**config.mk**
```make
export PLATFORM = sky130hd
export DESIGN_NAME = fep_top
export DESIGN_NICKNAME = d
export VERILOG_FILES = /design/src/fep_pkg.sv /design/src/fep_delay.sv /design/src/fep_top.sv
export SDC_FILE = /design/constraint.sdc
export NUM_CORES = 1
export LEC_CHECK = 0
export ABC_AREA = 1
export ABC_CLOCK_PERIOD_IN_PS = 3300
export BUFFER_PORTS_ARGS = -buffer_cell sky130_fd_sc_hd__buf_4
export CAP_MARGIN = 20
export CORE_ASPECT_RATIO = 2
export CORE_MARGIN = 5
export CORE_UTILIZATION = 40
export CTS_CLUSTER_DIAMETER = 40
export DETAILED_ROUTE_END_ITERATION = 8
export GPL_TIMING_DRIVEN = 0
export PLACE_DENSITY_LB_ADDON = 0.2
export REMOVE_ABC_BUFFERS = 1
export SETUP_SLACK_MARGIN = 0.15
export SLEW_MARGIN = 20
export SYNTH_ARGS = -nofsm -noshare
export SYNTH_HDL_FRONTEND = slang
export SYNTH_SLANG_ARGS = --single-unit
```
**constraint.sdc**
```tcl
create_clock -name CLK_SYS -period 3.3 [get_ports CLK_SYS]
set_input_delay 0.495 -clock CLK_SYS [delete_from_list [all_inputs] [get_ports CLK_SYS]]
set_output_delay 0.495 -clock CLK_SYS [all_outputs]
set_load 0.05 [all_outputs]
```
**src/fep_pkg.sv**
```systemverilog
// Package of constants and types for the fine edge PWM extension
// Function
// - Split each clock period into fine steps
// - Fine step count from 8-bit duty or phase field
// - Extensions extend coarse phase and compare A
// - Duty extension at 0x10, shadowed loading
// - Phase extension at 0x4, written directly
// - Config at 0x1020, protected writes only
// - Write gate blocks config without permission
// - Edge mode: off, rising, falling or both
// - Control source: duty or phase extension
// - Shadow option only for duty source
// - Up to 255 fine step positions
// - Fine placement only from the 4th clock after period start
// - Coarse duty works down to zero early
// - Fine placement works in count-down mode
// - Step count from high byte, low ignored
// - Only channel A gets fine placement
package fep_pkg;
   // ***************************************************
   // Register map
   // ***************************************************
   localparam logic [15:0] FEP_OFF_PHASE = 16'h0004;
   localparam logic [15:0] FEP_OFF_DUTY = 16'h0010;
   localparam logic [15:0] FEP_OFF_CFG = 16'h1020;
   localparam logic [15:0] FEP_OFF_STATUS = 16'h1024;
   localparam logic [15:0] FEP_RST_PHASE = 16'h0000;
   localparam logic [15:0] FEP_RST_DUTY = 16'h0000;
   localparam logic [15:0] FEP_RST_CFG = 16'h0000;
   // ***************************************************
   // Config field positions
   // ***************************************************
   localparam int FEP_CFG_EDG_LO = 0;
   localparam int FEP_CFG_EDG_HI = 1;
   localparam int FEP_CFG_CTL = 2;
   localparam int FEP_CFG_SHD = 3;
   localparam int FEP_CFG_W = 4;
   localparam int FEP_EXT_HI = 15;
   localparam int FEP_EXT_LO = 8;
   // ***************************************************
   // Timing
   // ***************************************************
   localparam int FEP_CLK_PS = 4000;
   localparam int FEP_STEP_PS = 150;
   localparam int FEP_STEPS_PER_CLK = FEP_CLK_PS / FEP_STEP_PS;
   localparam logic [7:0] FEP_MAX_STEP = 8'hFF;
   localparam logic [1:0] FEP_HOLDOFF = 2'h3;
   // ***************************************************
   // Types
   // ***************************************************
   typedef enum logic [1:0] {
      FEP_EDGE_OFF = 2'b00,
      FEP_EDGE_RISE = 2'b01,
      FEP_EDGE_FALL = 2'b10,
      FEP_EDGE_BOTH = 2'b11
   } fep_edge_t;
   typedef struct packed {
      logic shadow;
      logic phase_src;
      fep_edge_t edge_mode;
   } fep_cfg_t;
   typedef struct packed {
      logic cnt_zero;
      logic cnt_prd;
      logic coarse_compare_a_load;
   } fep_tb_evt_t;
endpackage

```
**src/fep_delay.sv**
```systemverilog
// Behavioural sub-clock step delay for one edge
`timescale 1ns/1ps
module fep_delay
   import fep_pkg::*;
#(
   parameter int STEP_W = 8
) (
   input wire logic CLK_SYS,
   input wire logic RSTN,
   input wire logic ce,
   input wire logic edge_in,
   input wire logic [STEP_W-1:0] steps,
   output logic edge_out,
   output logic [STEP_W-1:0] steps_out
);
   // ***************************************************
   // Registered edge with step tag
   // ***************************************************
   // The analog delay line is outside; this carries the edge and its offset
   always_ff @(posedge CLK_SYS) begin
      if (!RSTN) begin
         edge_out <= 1'b0;
         steps_out <= '0;
      end else if (ce) begin
         edge_out <= edge_in;
         // Tag follows the qualified count so falling edges keep theirs too
         steps_out <= steps;
      end
   end
endmodule

```
**src/fep_top.sv**
```systemverilog
// Top of the fine edge PWM extension with APB registers
`timescale 1ns/1ps
module fep_top
   import fep_pkg::*;
#(
   parameter int EXT_W = 8
) (
   input wire logic CLK_SYS,
   input wire logic RSTN,
   input wire logic CE,
   input wire logic PSEL,
   input wire logic PENABLE,
   input wire logic PWRITE,
   input wire logic [15:0] PADDR,
   input wire logic [31:0] PWDATA,
   output logic [31:0] PRDATA,
   output logic PREADY,
   output logic PSLVERR,
   input wire logic PROT_WR_EN,
   input wire logic CNT_DOWN,
   input wire logic [2:0] TB_EVT,
   input wire logic PWM_A_COARSE,
   input wire logic PWM_B_COARSE,
   output logic PWM_A_OUT,
   output logic [EXT_W-1:0] PWM_A_STEPS,
   output logic PWM_B_OUT,
   output logic [EXT_W-1:0] FINE_STEPS
);
   fep_tb_evt_t evt;
   fep_cfg_t cfg_reg;
   logic [15:0] phase_reg;
   logic [15:0] duty_act_reg;
   logic [15:0] duty_shd_reg;
   logic [1:0] since_start_reg;
   logic coarse_dly_reg;
   logic [31:0] rdata_next;
   logic wr_en;
   logic rd_en;
   logic hit;
   logic fine_ok;
   logic rise;
   logic fall;
   logic apply;
   logic [EXT_W-1:0] step_sel;
   logic [EXT_W-1:0] step_cap;
   logic [EXT_W-1:0] fine_steps_reg;

   assign evt = TB_EVT;

   // ***************************************************
   // APB decode
   // ***************************************************
   function automatic logic addr_known(input logic [15:0] a);
      addr_known = (a == FEP_OFF_PHASE) || (a == FEP_OFF_DUTY) ||
                   (a == FEP_OFF_CFG) || (a == FEP_OFF_STATUS);
   endfunction

   // Zero wait states; unmapped addresses flag an error
   assign PREADY = 1'b1;
   assign hit = addr_known(PADDR);
   assign PSLVERR = PSEL && PENABLE && !hit;
   assign wr_en = CE && PSEL && PENABLE && PWRITE && hit;
   assign rd_en = CE && PSEL && !PENABLE && !PWRITE;

   // ***************************************************
   // Registers
   // ***************************************************
   // Phase extension is written straight through
   always_ff @(posedge CLK_SYS) begin
      if (!RSTN) begin
         phase_reg <= FEP_RST_PHASE;
      end else if (wr_en && PADDR == FEP_OFF_PHASE) begin
         phase_reg <= PWDATA[15:0];
      end
   end

   // Duty extension, shadow copy takes software writes
   always_ff @(posedge CLK_SYS) begin
      if (!RSTN) begin
         duty_shd_reg <= FEP_RST_DUTY;
      end else if (wr_en && PADDR == FEP_OFF_DUTY) begin
         duty_shd_reg <= PWDATA[15:0];
      end
   end

   // Active duty: loaded at the compare load event when shadowed
   always_ff @(posedge CLK_SYS) begin
      if (!RSTN) begin
         duty_act_reg <= FEP_RST_DUTY;
      end else if (CE) begin
         if (cfg_reg.shadow && !cfg_reg.phase_src) begin
            if (evt.coarse_compare_a_load) begin
               duty_act_reg <= duty_shd_reg;
            end
         end else if (wr_en && PADDR == FEP_OFF_DUTY) begin
            duty_act_reg <= PWDATA[15:0];
         end else begin
            duty_act_reg <= duty_shd_reg;
         end
      end
   end

   // Config only changes while protected writes are permitted
   always_ff @(posedge CLK_SYS) begin
      if (!RSTN) begin
         cfg_reg <= FEP_RST_CFG[FEP_CFG_W-1:0];
      end else if (wr_en && PADDR == FEP_OFF_CFG && PROT_WR_EN) begin
         cfg_reg <= PWDATA[FEP_CFG_W-1:0];
      end
   end

   // Read mux, reserved bits zero
   always_comb begin
      rdata_next = 32'h0000_0000;
      unique case (PADDR)
         FEP_OFF_PHASE: rdata_next[15:0] = phase_reg;
         FEP_OFF_DUTY: rdata_next[15:0] = duty_shd_reg;
         FEP_OFF_CFG: rdata_next[FEP_CFG_W-1:0] = cfg_reg;
         FEP_OFF_STATUS: rdata_next[EXT_W+2:0] = {fine_steps_reg, fine_ok, since_start_reg};
         default: rdata_next = 32'h0000_0000;
      endcase
   end

   // Read data registered in the setup cycle
   always_ff @(posedge CLK_SYS) begin
      if (!RSTN) begin
         PRDATA <= 32'h0000_0000;
      end else if (rd_en) begin
         PRDATA <= rdata_next;
      end
   end

   // ***************************************************
   // Period start holdoff
   // ***************************************************
   // Delay line needs three clocks to settle after each period start
   always_ff @(posedge CLK_SYS) begin
      if (!RSTN) begin
         since_start_reg <= 2'h0;
      end else if (CE) begin
         if (evt.cnt_zero || evt.cnt_prd) begin
            since_start_reg <= 2'h0;
         end else if (since_start_reg != FEP_HOLDOFF) begin
            since_start_reg <= since_start_reg + 2'h1;
         end
      end
   end
   assign fine_ok = (since_start_reg == FEP_HOLDOFF) && !(evt.cnt_zero || evt.cnt_prd);

   // ***************************************************
   // Edge selection and step source
   // ***************************************************
   // Step count is the high byte; low byte is the rounding part only
   assign step_sel = cfg_reg.phase_src ? phase_reg[FEP_EXT_HI:FEP_EXT_LO]
                                       : duty_act_reg[FEP_EXT_HI:FEP_EXT_LO];
   assign step_cap = (step_sel > FEP_MAX_STEP) ? FEP_MAX_STEP : step_sel;

   always_ff @(posedge CLK_SYS) begin
      if (!RSTN) begin
         coarse_dly_reg <= 1'b0;
      end else if (CE) begin
         coarse_dly_reg <= PWM_A_COARSE;
      end
   end
   assign rise = PWM_A_COARSE && !coarse_dly_reg;
   assign fall = !PWM_A_COARSE && coarse_dly_reg;

   // Count-down just flips which coarse edge comes first; rise mode still fine
   always_comb begin
      unique case (cfg_reg.edge_mode)
         FEP_EDGE_RISE: apply = rise;
         FEP_EDGE_FALL: apply = fall;
         FEP_EDGE_BOTH: apply = rise || fall;
         default: apply = 1'b0;
      endcase
   end

   // Early edges keep coarse timing so duty reaches zero
   always_ff @(posedge CLK_SYS) begin
      if (!RSTN) begin
         fine_steps_reg <= '0;
      end else if (CE && apply) begin
         fine_steps_reg <= fine_ok ? step_cap : '0;
      end
   end
   assign FINE_STEPS = fine_steps_reg;

   // ***************************************************
   // Channel outputs
   // ***************************************************
   fep_delay #(
      .STEP_W(EXT_W)
   ) u_delay (
      .CLK_SYS(CLK_SYS),
      .RSTN(RSTN),
      .ce(CE),
      .edge_in(PWM_A_COARSE),
      .steps((apply && fine_ok && !CNT_DOWN) || (apply && fine_ok && CNT_DOWN) ? step_cap : '0),
      .edge_out(PWM_A_OUT),
      .steps_out(PWM_A_STEPS)
   );

   // Channel B stays coarse, registered for equal latency
   always_ff @(posedge CLK_SYS) begin
      if (!RSTN) begin
         PWM_B_OUT <= 1'b0;
      end else if (CE) begin
         PWM_B_OUT <= PWM_B_COARSE;
      end
   end
endmodule

```
# Yosys cells after proc, flatten, opt, wreduce, memory -nomap -nowiden
# Index checks and enable logic that the tools add are counted.
totals:
  elab_cells: 74
  reg_bits: 88
  inputBits: 61
  out_inout_bits: 52
op_classes:
  order_cmp: 1
  muxes: 13
  n_eq_ne: 10
  n_addsub: 1
  reduce_logical: 37
op_table:
  columns: ["cell", "n"]
  rows:
  - ["2-to-1 mux 16 bit", 3]
  - ["equality test 16 x 13 -> 1 bit (second input constant)", 2]
  - ["2-to-1 mux 8 bit", 4]
  - ["case mux 7 bit (3 select lines)", 1]
  - ["logical AND 1 bit", 20]
  - ["equality test 16 x 3 -> 1 bit (second input constant)", 1]
  - ["equality test 16 x 5 -> 1 bit (second input constant)", 1]
  - ["case mux 4 bit (4 select lines)", 1]
  - ["case mux 5 bit (2 select lines)", 1]
  - ["greater-than comparator 8 bit (second input constant)", 1]
  - ["zero test 1 bit", 8]
  - ["equality test 2 bit (second input constant)", 3]
  - ["logical OR 1 bit", 6]
  - ["2-to-1 mux 2 bit", 2]
  - ["!= test 2 bit (second input constant)", 2]
  - ["AND reduction 2 bit", 2]
  - ["case mux 1 bit (3 select lines)", 1]
  - ["adder 2 x 1 -> 2 bit (second input constant)", 1]
  - ["equality test 2 x 1 -> 1 bit (second input constant)", 1]
  - ["nonzero test 2 bit", 1]

# Depth between registers and ports, before layout
logic_depth:
  ltp_word: 8
  mapped_depth: 12
  depth_no_buf: 11

# Cells and area by module
# A second synthesis with hierarchy kept.
unflattened:
  cells_unflattened: 539
  area_unflattened_um2: 3912.5
modules_own_cells:
  columns: ["mod", "area_per_inst_um2", "instances", "cells_each", "seq_area_each_um2"]
  rows:
  - ["fep_top", 3465.8, 1, 482, 1441.4]
  - ["fep_delay", 446.7, 1, 57, 180.2]

# Worst setup path before layout
# OpenSTA, ideal clock, no wires.
synth_timing:
  kind: "in2out"
  start: "input port PADDR[5]"
  end: "output port PSLVERR"
  arrival_ns: 1.654
  path_buffers: 0
  stages: 7
  required_ns: 2.805
  path_slack_ns: 1.151
  path_cell_list: "inv_1 nor2_1 nand2_1 nor2_2 o21ai_2 nand2_4 nor2_1"
synth_between:
  elab_chain_cells: 6
  elab_cells_between_ends: 9
  classes_between: "eq/ne: 4; reduce/logical: 5"
synth_lines:
  columns: ["element", "line_no", "text"]
  rows:
  - ["from (decl)", "fep_top.sv:14", "input wire logic [15:0] PADDR,"]
  - ["equality test 16 x 3 -> 1 bit / equality test 16 x 5 -> 1 bit (equally long branches)", "fep_top.sv:54", "addr_known = (a == FEP_OFF_PHASE) || (a == FEP_OFF_DUTY) ||"]
  - ["logical OR 1 bit (2 in a row)", "fep_top.sv:54", null]
  - ["logical OR 1 bit (*)", "fep_top.sv:55", "(a == FEP_OFF_CFG) || (a == FEP_OFF_STATUS);"]
  - ["zero test 1 bit (*)", "fep_top.sv:61", "assign PSLVERR = PSEL && PENABLE && !hit;"]
  - ["logical AND 1 bit (*)", "fep_top.sv:61", null]
  - ["to (decl)", "fep_top.sv:18", "output logic PSLVERR,"]
# Every way passes the cells marked *; elsewhere a longest branch is shown, timed or not.

# Worst setup path after layout
layout_timing:
  start: "register cfg_reg[2] (netlist name)"
  end: "register duty_act_reg[14]"
layout_between:
  elab_chain_cells: 4
  elab_cells_between_ends: 5
  classes_between: "eq/ne: 1; mux: 1; reduce/logical: 3"
layout_lines:
  columns: ["element", "line_no", "text"]
  rows:
  - ["from (decl)", "fep_top.sv:30", "fep_cfg_t cfg_reg;"]
  - ["from (signal assigned)", "fep_top.sv:106", "cfg_reg <= FEP_RST_CFG[FEP_CFG_W-1:0];"]
  - ["from (signal assigned)", "fep_top.sv:108", "cfg_reg <= PWDATA[FEP_CFG_W-1:0];"]
  - ["zero test 1 bit (*)", "fep_top.sv:91", "if (cfg_reg.shadow && !cfg_reg.phase_src) begin"]
  - ["logical AND 1 bit (*)", "fep_top.sv:91", null]
  - ["!= test 2 bit (no line)", null, null]
  - ["AND reduction 2 bit (no line)", null, null]
  - ["to (signal assigned)", "fep_top.sv:93", "duty_act_reg <= duty_shd_reg;"]
  - ["to (signal assigned)", "fep_top.sv:96", "duty_act_reg <= PWDATA[15:0];"]
  - ["to (signal assigned)", "fep_top.sv:98", "duty_act_reg <= duty_shd_reg;"]
  - ["to (decl)", "fep_top.sv:32", "logic [15:0] duty_act_reg;"]
# Marks and branches as above.
# A chain may end at the register's enable or synchronous reset.

==> results.yml <==
floorplan:
  die_h_um: 147.1
  num_rows: 50
  core_area_mm2: 0.009259
  die_w_um: 78.56
  dieArea_mm2: 0.01156
  start_util_pct: 40.61
  io_pins: 113
drt:
  routed_wl_um: 11010
  drt_pass1_iterations: 4
  routed_via_density: 5.247
  num_vias: 3552
  drt_iter0_drc: 260
  routedWlPerCell_um: 16.27
  antenna_left: 0
  drc_errors: 0
synth:
  muxShareOfSynthArea_pct: 0
  ys_ff_latch: 80
  synthSimpleGateAreaFrac_pct: 21.73
  synth_compound_area_share_pct: 22.33
  synth-xor-area-share_pct: 0
  yosysWarningCount: 0
  avgSynthCellArea_um2: 7.475
  synth_top_family_by_area: "compound AO/OA/AOI/OAI gates"
  netlist_area_mm2: 0.003760
  synth_fa_ha_area_share_pct: 0.9983
  synthCells: 503
  seq_area_frac_synth_pct: 42.60
  synth.distinct_cells: 34
critical_path:
  reg2reg_to: "duty_act_reg[14]"
  critPathLaunch: "cfg_reg[2]"
  path_depth: 6
  slowest_delay_ns: 0.56
  critPathBufInv: 2
  rr_startpoint: "cfg_reg[2]"
  crit_arrival_ns: 2.44
  start_kind: "flop"
  ff2ff_setup_slack_ns: 1.08
  crit_end: "duty_act_reg[14]"
  required_ns: 3.53
  crit_chain: "nor2_4, inv_2, o21ai_2, inv_1, o21ai_0, a21oi_2"
  cp_top_family: "compound AO/OA/AOI/OAI gates"
  criticalPathCategory: "flop to flop"
  reg2reg_depth: 6
  crit_path_top_delay_cell: "o21ai_2"
  cp_max_fo: 18
  end_kind: "flop"
sta:
  tns_ns: 0
  rsz0062_at_grt: "false"
  post-route-min-period_ns: 2.215
  skew_ns: 0.007349
  fin_crit_sh_pct: 67.13
  tightest_slew_ns: 0.7667
  slew-limit-headroom_pct: 48.81
  max_clock_freq_ghz: 0.4514
  setup_violations: 0
  hold_viol: 0
  fin_ws_ns: 1.085
  drv_slew: 0
clock_network:
  cts_made_buffers: 9
  ctsResizeCount: 0
  cts_tree: "built"
  postCtsSetupRepairBufs: 0
  cts-root-buf: "clkbuf_16"
  cts_max_path_buffers: 2
  holdBufCountCts: 0
  worstSkewPairLatency_ns: 0.34
  ctsHtreeMaxLevel: 3
  cts.sinks: 80
  clkTransAtPathRegs_ns: 0.06
grt:
  antenna_found_initial: 0
  gr-total-overflow: 0
  grt_pass1_wl_um: 17760
  track_usage_pct: 19.72
  grt_max_degree: 42
  grt_pass1_vias: 3501
status:
  status: "completed"
cells_and_area:
  final_cell_mix: "nand2_1, dfxtp_1, buf_4"
  drive_above_1_share_pct: 22.86
  syn_to_final_growth_pct: 24.13
  diodes: 0
  layout_commonest_cell: "nand2_1"
  utilization_pct: 50.41
  fin_nets: 632
run:
  cap_violations: 0
place:
  pre_cts_slack_ns: 1.054
  dp_hpwl_um: 7747
  globalplace.congestion: 0.8105
  port_buffers: 78
power_and_ir_drop:
  peakVddDrop_v: 0.0003823
  leakage_nw: 2.010
  cellPowerDensity_mw_per_mm2: 509.3
hold_path:
  hold_class: "primary input to flop"
-- cell usage after synthesis --
cell	n	area, um^2
clkinv_4	1	8.760
a21oi_2	7	61.31
and2_1	1	6.260
inv_2	2	7.510
a21oi_1	74	370.4
nand2_2	2	12.51
buf_4	20	150.1
o21ai_1	4	20.02
nor3_2	1	10.01
a31o_1	1	8.760
nand2_4	2	22.52
o21ai_2	6	52.55
conb_1	2	7.510
dfxtp_1	80	1602
ha_1	3	37.54
nand3_4	1	17.52
inv_1	48	180.2
nand3_1	13	65.06
o21ai_0	36	180.2
nor3_1	6	30.03
buf_2	6	30.03
nor2_1	30	112.6
a31o_2	1	8.760
o221ai_1	4	35.03
nand2_1	107	401.6
o2111ai_1	4	35.03
o211ai_1	9	67.56
nor2_2	8	50.05
clkinv_2	1	5.000
nand4_1	6	37.54
clkbuf_1	11	41.29
nor2_4	1	11.26
nor2_8	2	40.04
buf_6	3	33.78
-- how the worst min path moves through the flow --
stage | startpoint | slack [ns] | cells past startpoint | end
2_1_floorplan | duty_act_reg[11] | 0.45 | 2 | duty_act_reg[11]
3_3_place_gp | duty_act_reg[8] | 0.45 | 2 | duty_act_reg[8]
3_5_place_dp | PRDATA[1] | 0.46 | 2 | PRDATA[1]
4_1_cts | PWM_B_COARSE | 0.39 | 3 | PWM_B_OUT
5_1_grt | PWDATA[8] | 0.42 | 3 | phase_reg[8]
6_report | PWM_B_COARSE | 0.39 | 3 | PWM_B_OUT
-- final cells by class --
type	count	area, um^2
clock buffer	10	239.0
inverter	52	201.4
multi-input combinational	346	1764
sequential	80	1602
fill	945	4592
clock inverter	6	130.1
tap	104	130.1
timing repair buffer	79	600.6
-- stage by stage --
stage | hold slack (ns) | std cells | power (mW) | cell area (um^2)
after global routing | 0.4223 | 677 | 2.449 | 4667
final | 0.3928 | 677 | 2.377 | 4667
after detailed placement | 0.4560 | 661 | 1.171 | 4298
after CTS | 0.3864 | 677 | 2.394 | 4667
after global placement | 0.4523 | 660 | 1.167 | 4277
after floorplan | 0.4451 | 478 | 1.096 | 3561
-- metal layers --
metal  GRT usage (%)  wire (um)  vias to the layer above
li1                -          -                     1760
met1           20.60       4020                     1668
met2           37.52       6137                      105
met3           4.294        608                       19
met4           6.918        247                        0
met5               0          0                        -
-- power by group --
part	internal, mW	switching (mW)
Combinational	0.0533	0.120
Clock	0.833	0.393
Sequential	0.972	0.00431
-- kinds of logic (layout without fill, tap and decap cells) --
logic type               count (synthesis)  after routing
buffers and inverters                   92            147
AND/OR/NAND/NOR                        180            180
flip-flops                              80             80
adder cells (fa/ha/maj)                  3              3
other                                    2             17
AO/OA/AOI/OAI                          146            146
-- worst min-delay path: cells and delay by family --
| kind | cells | cell delay [ns] |
|---|---|---|
| buffers and inverters | 1 | 0.08 |
| and+or+nand+nor | 2 | 0.11 |
Note: power is estimated with default switching activity, not from simulation.
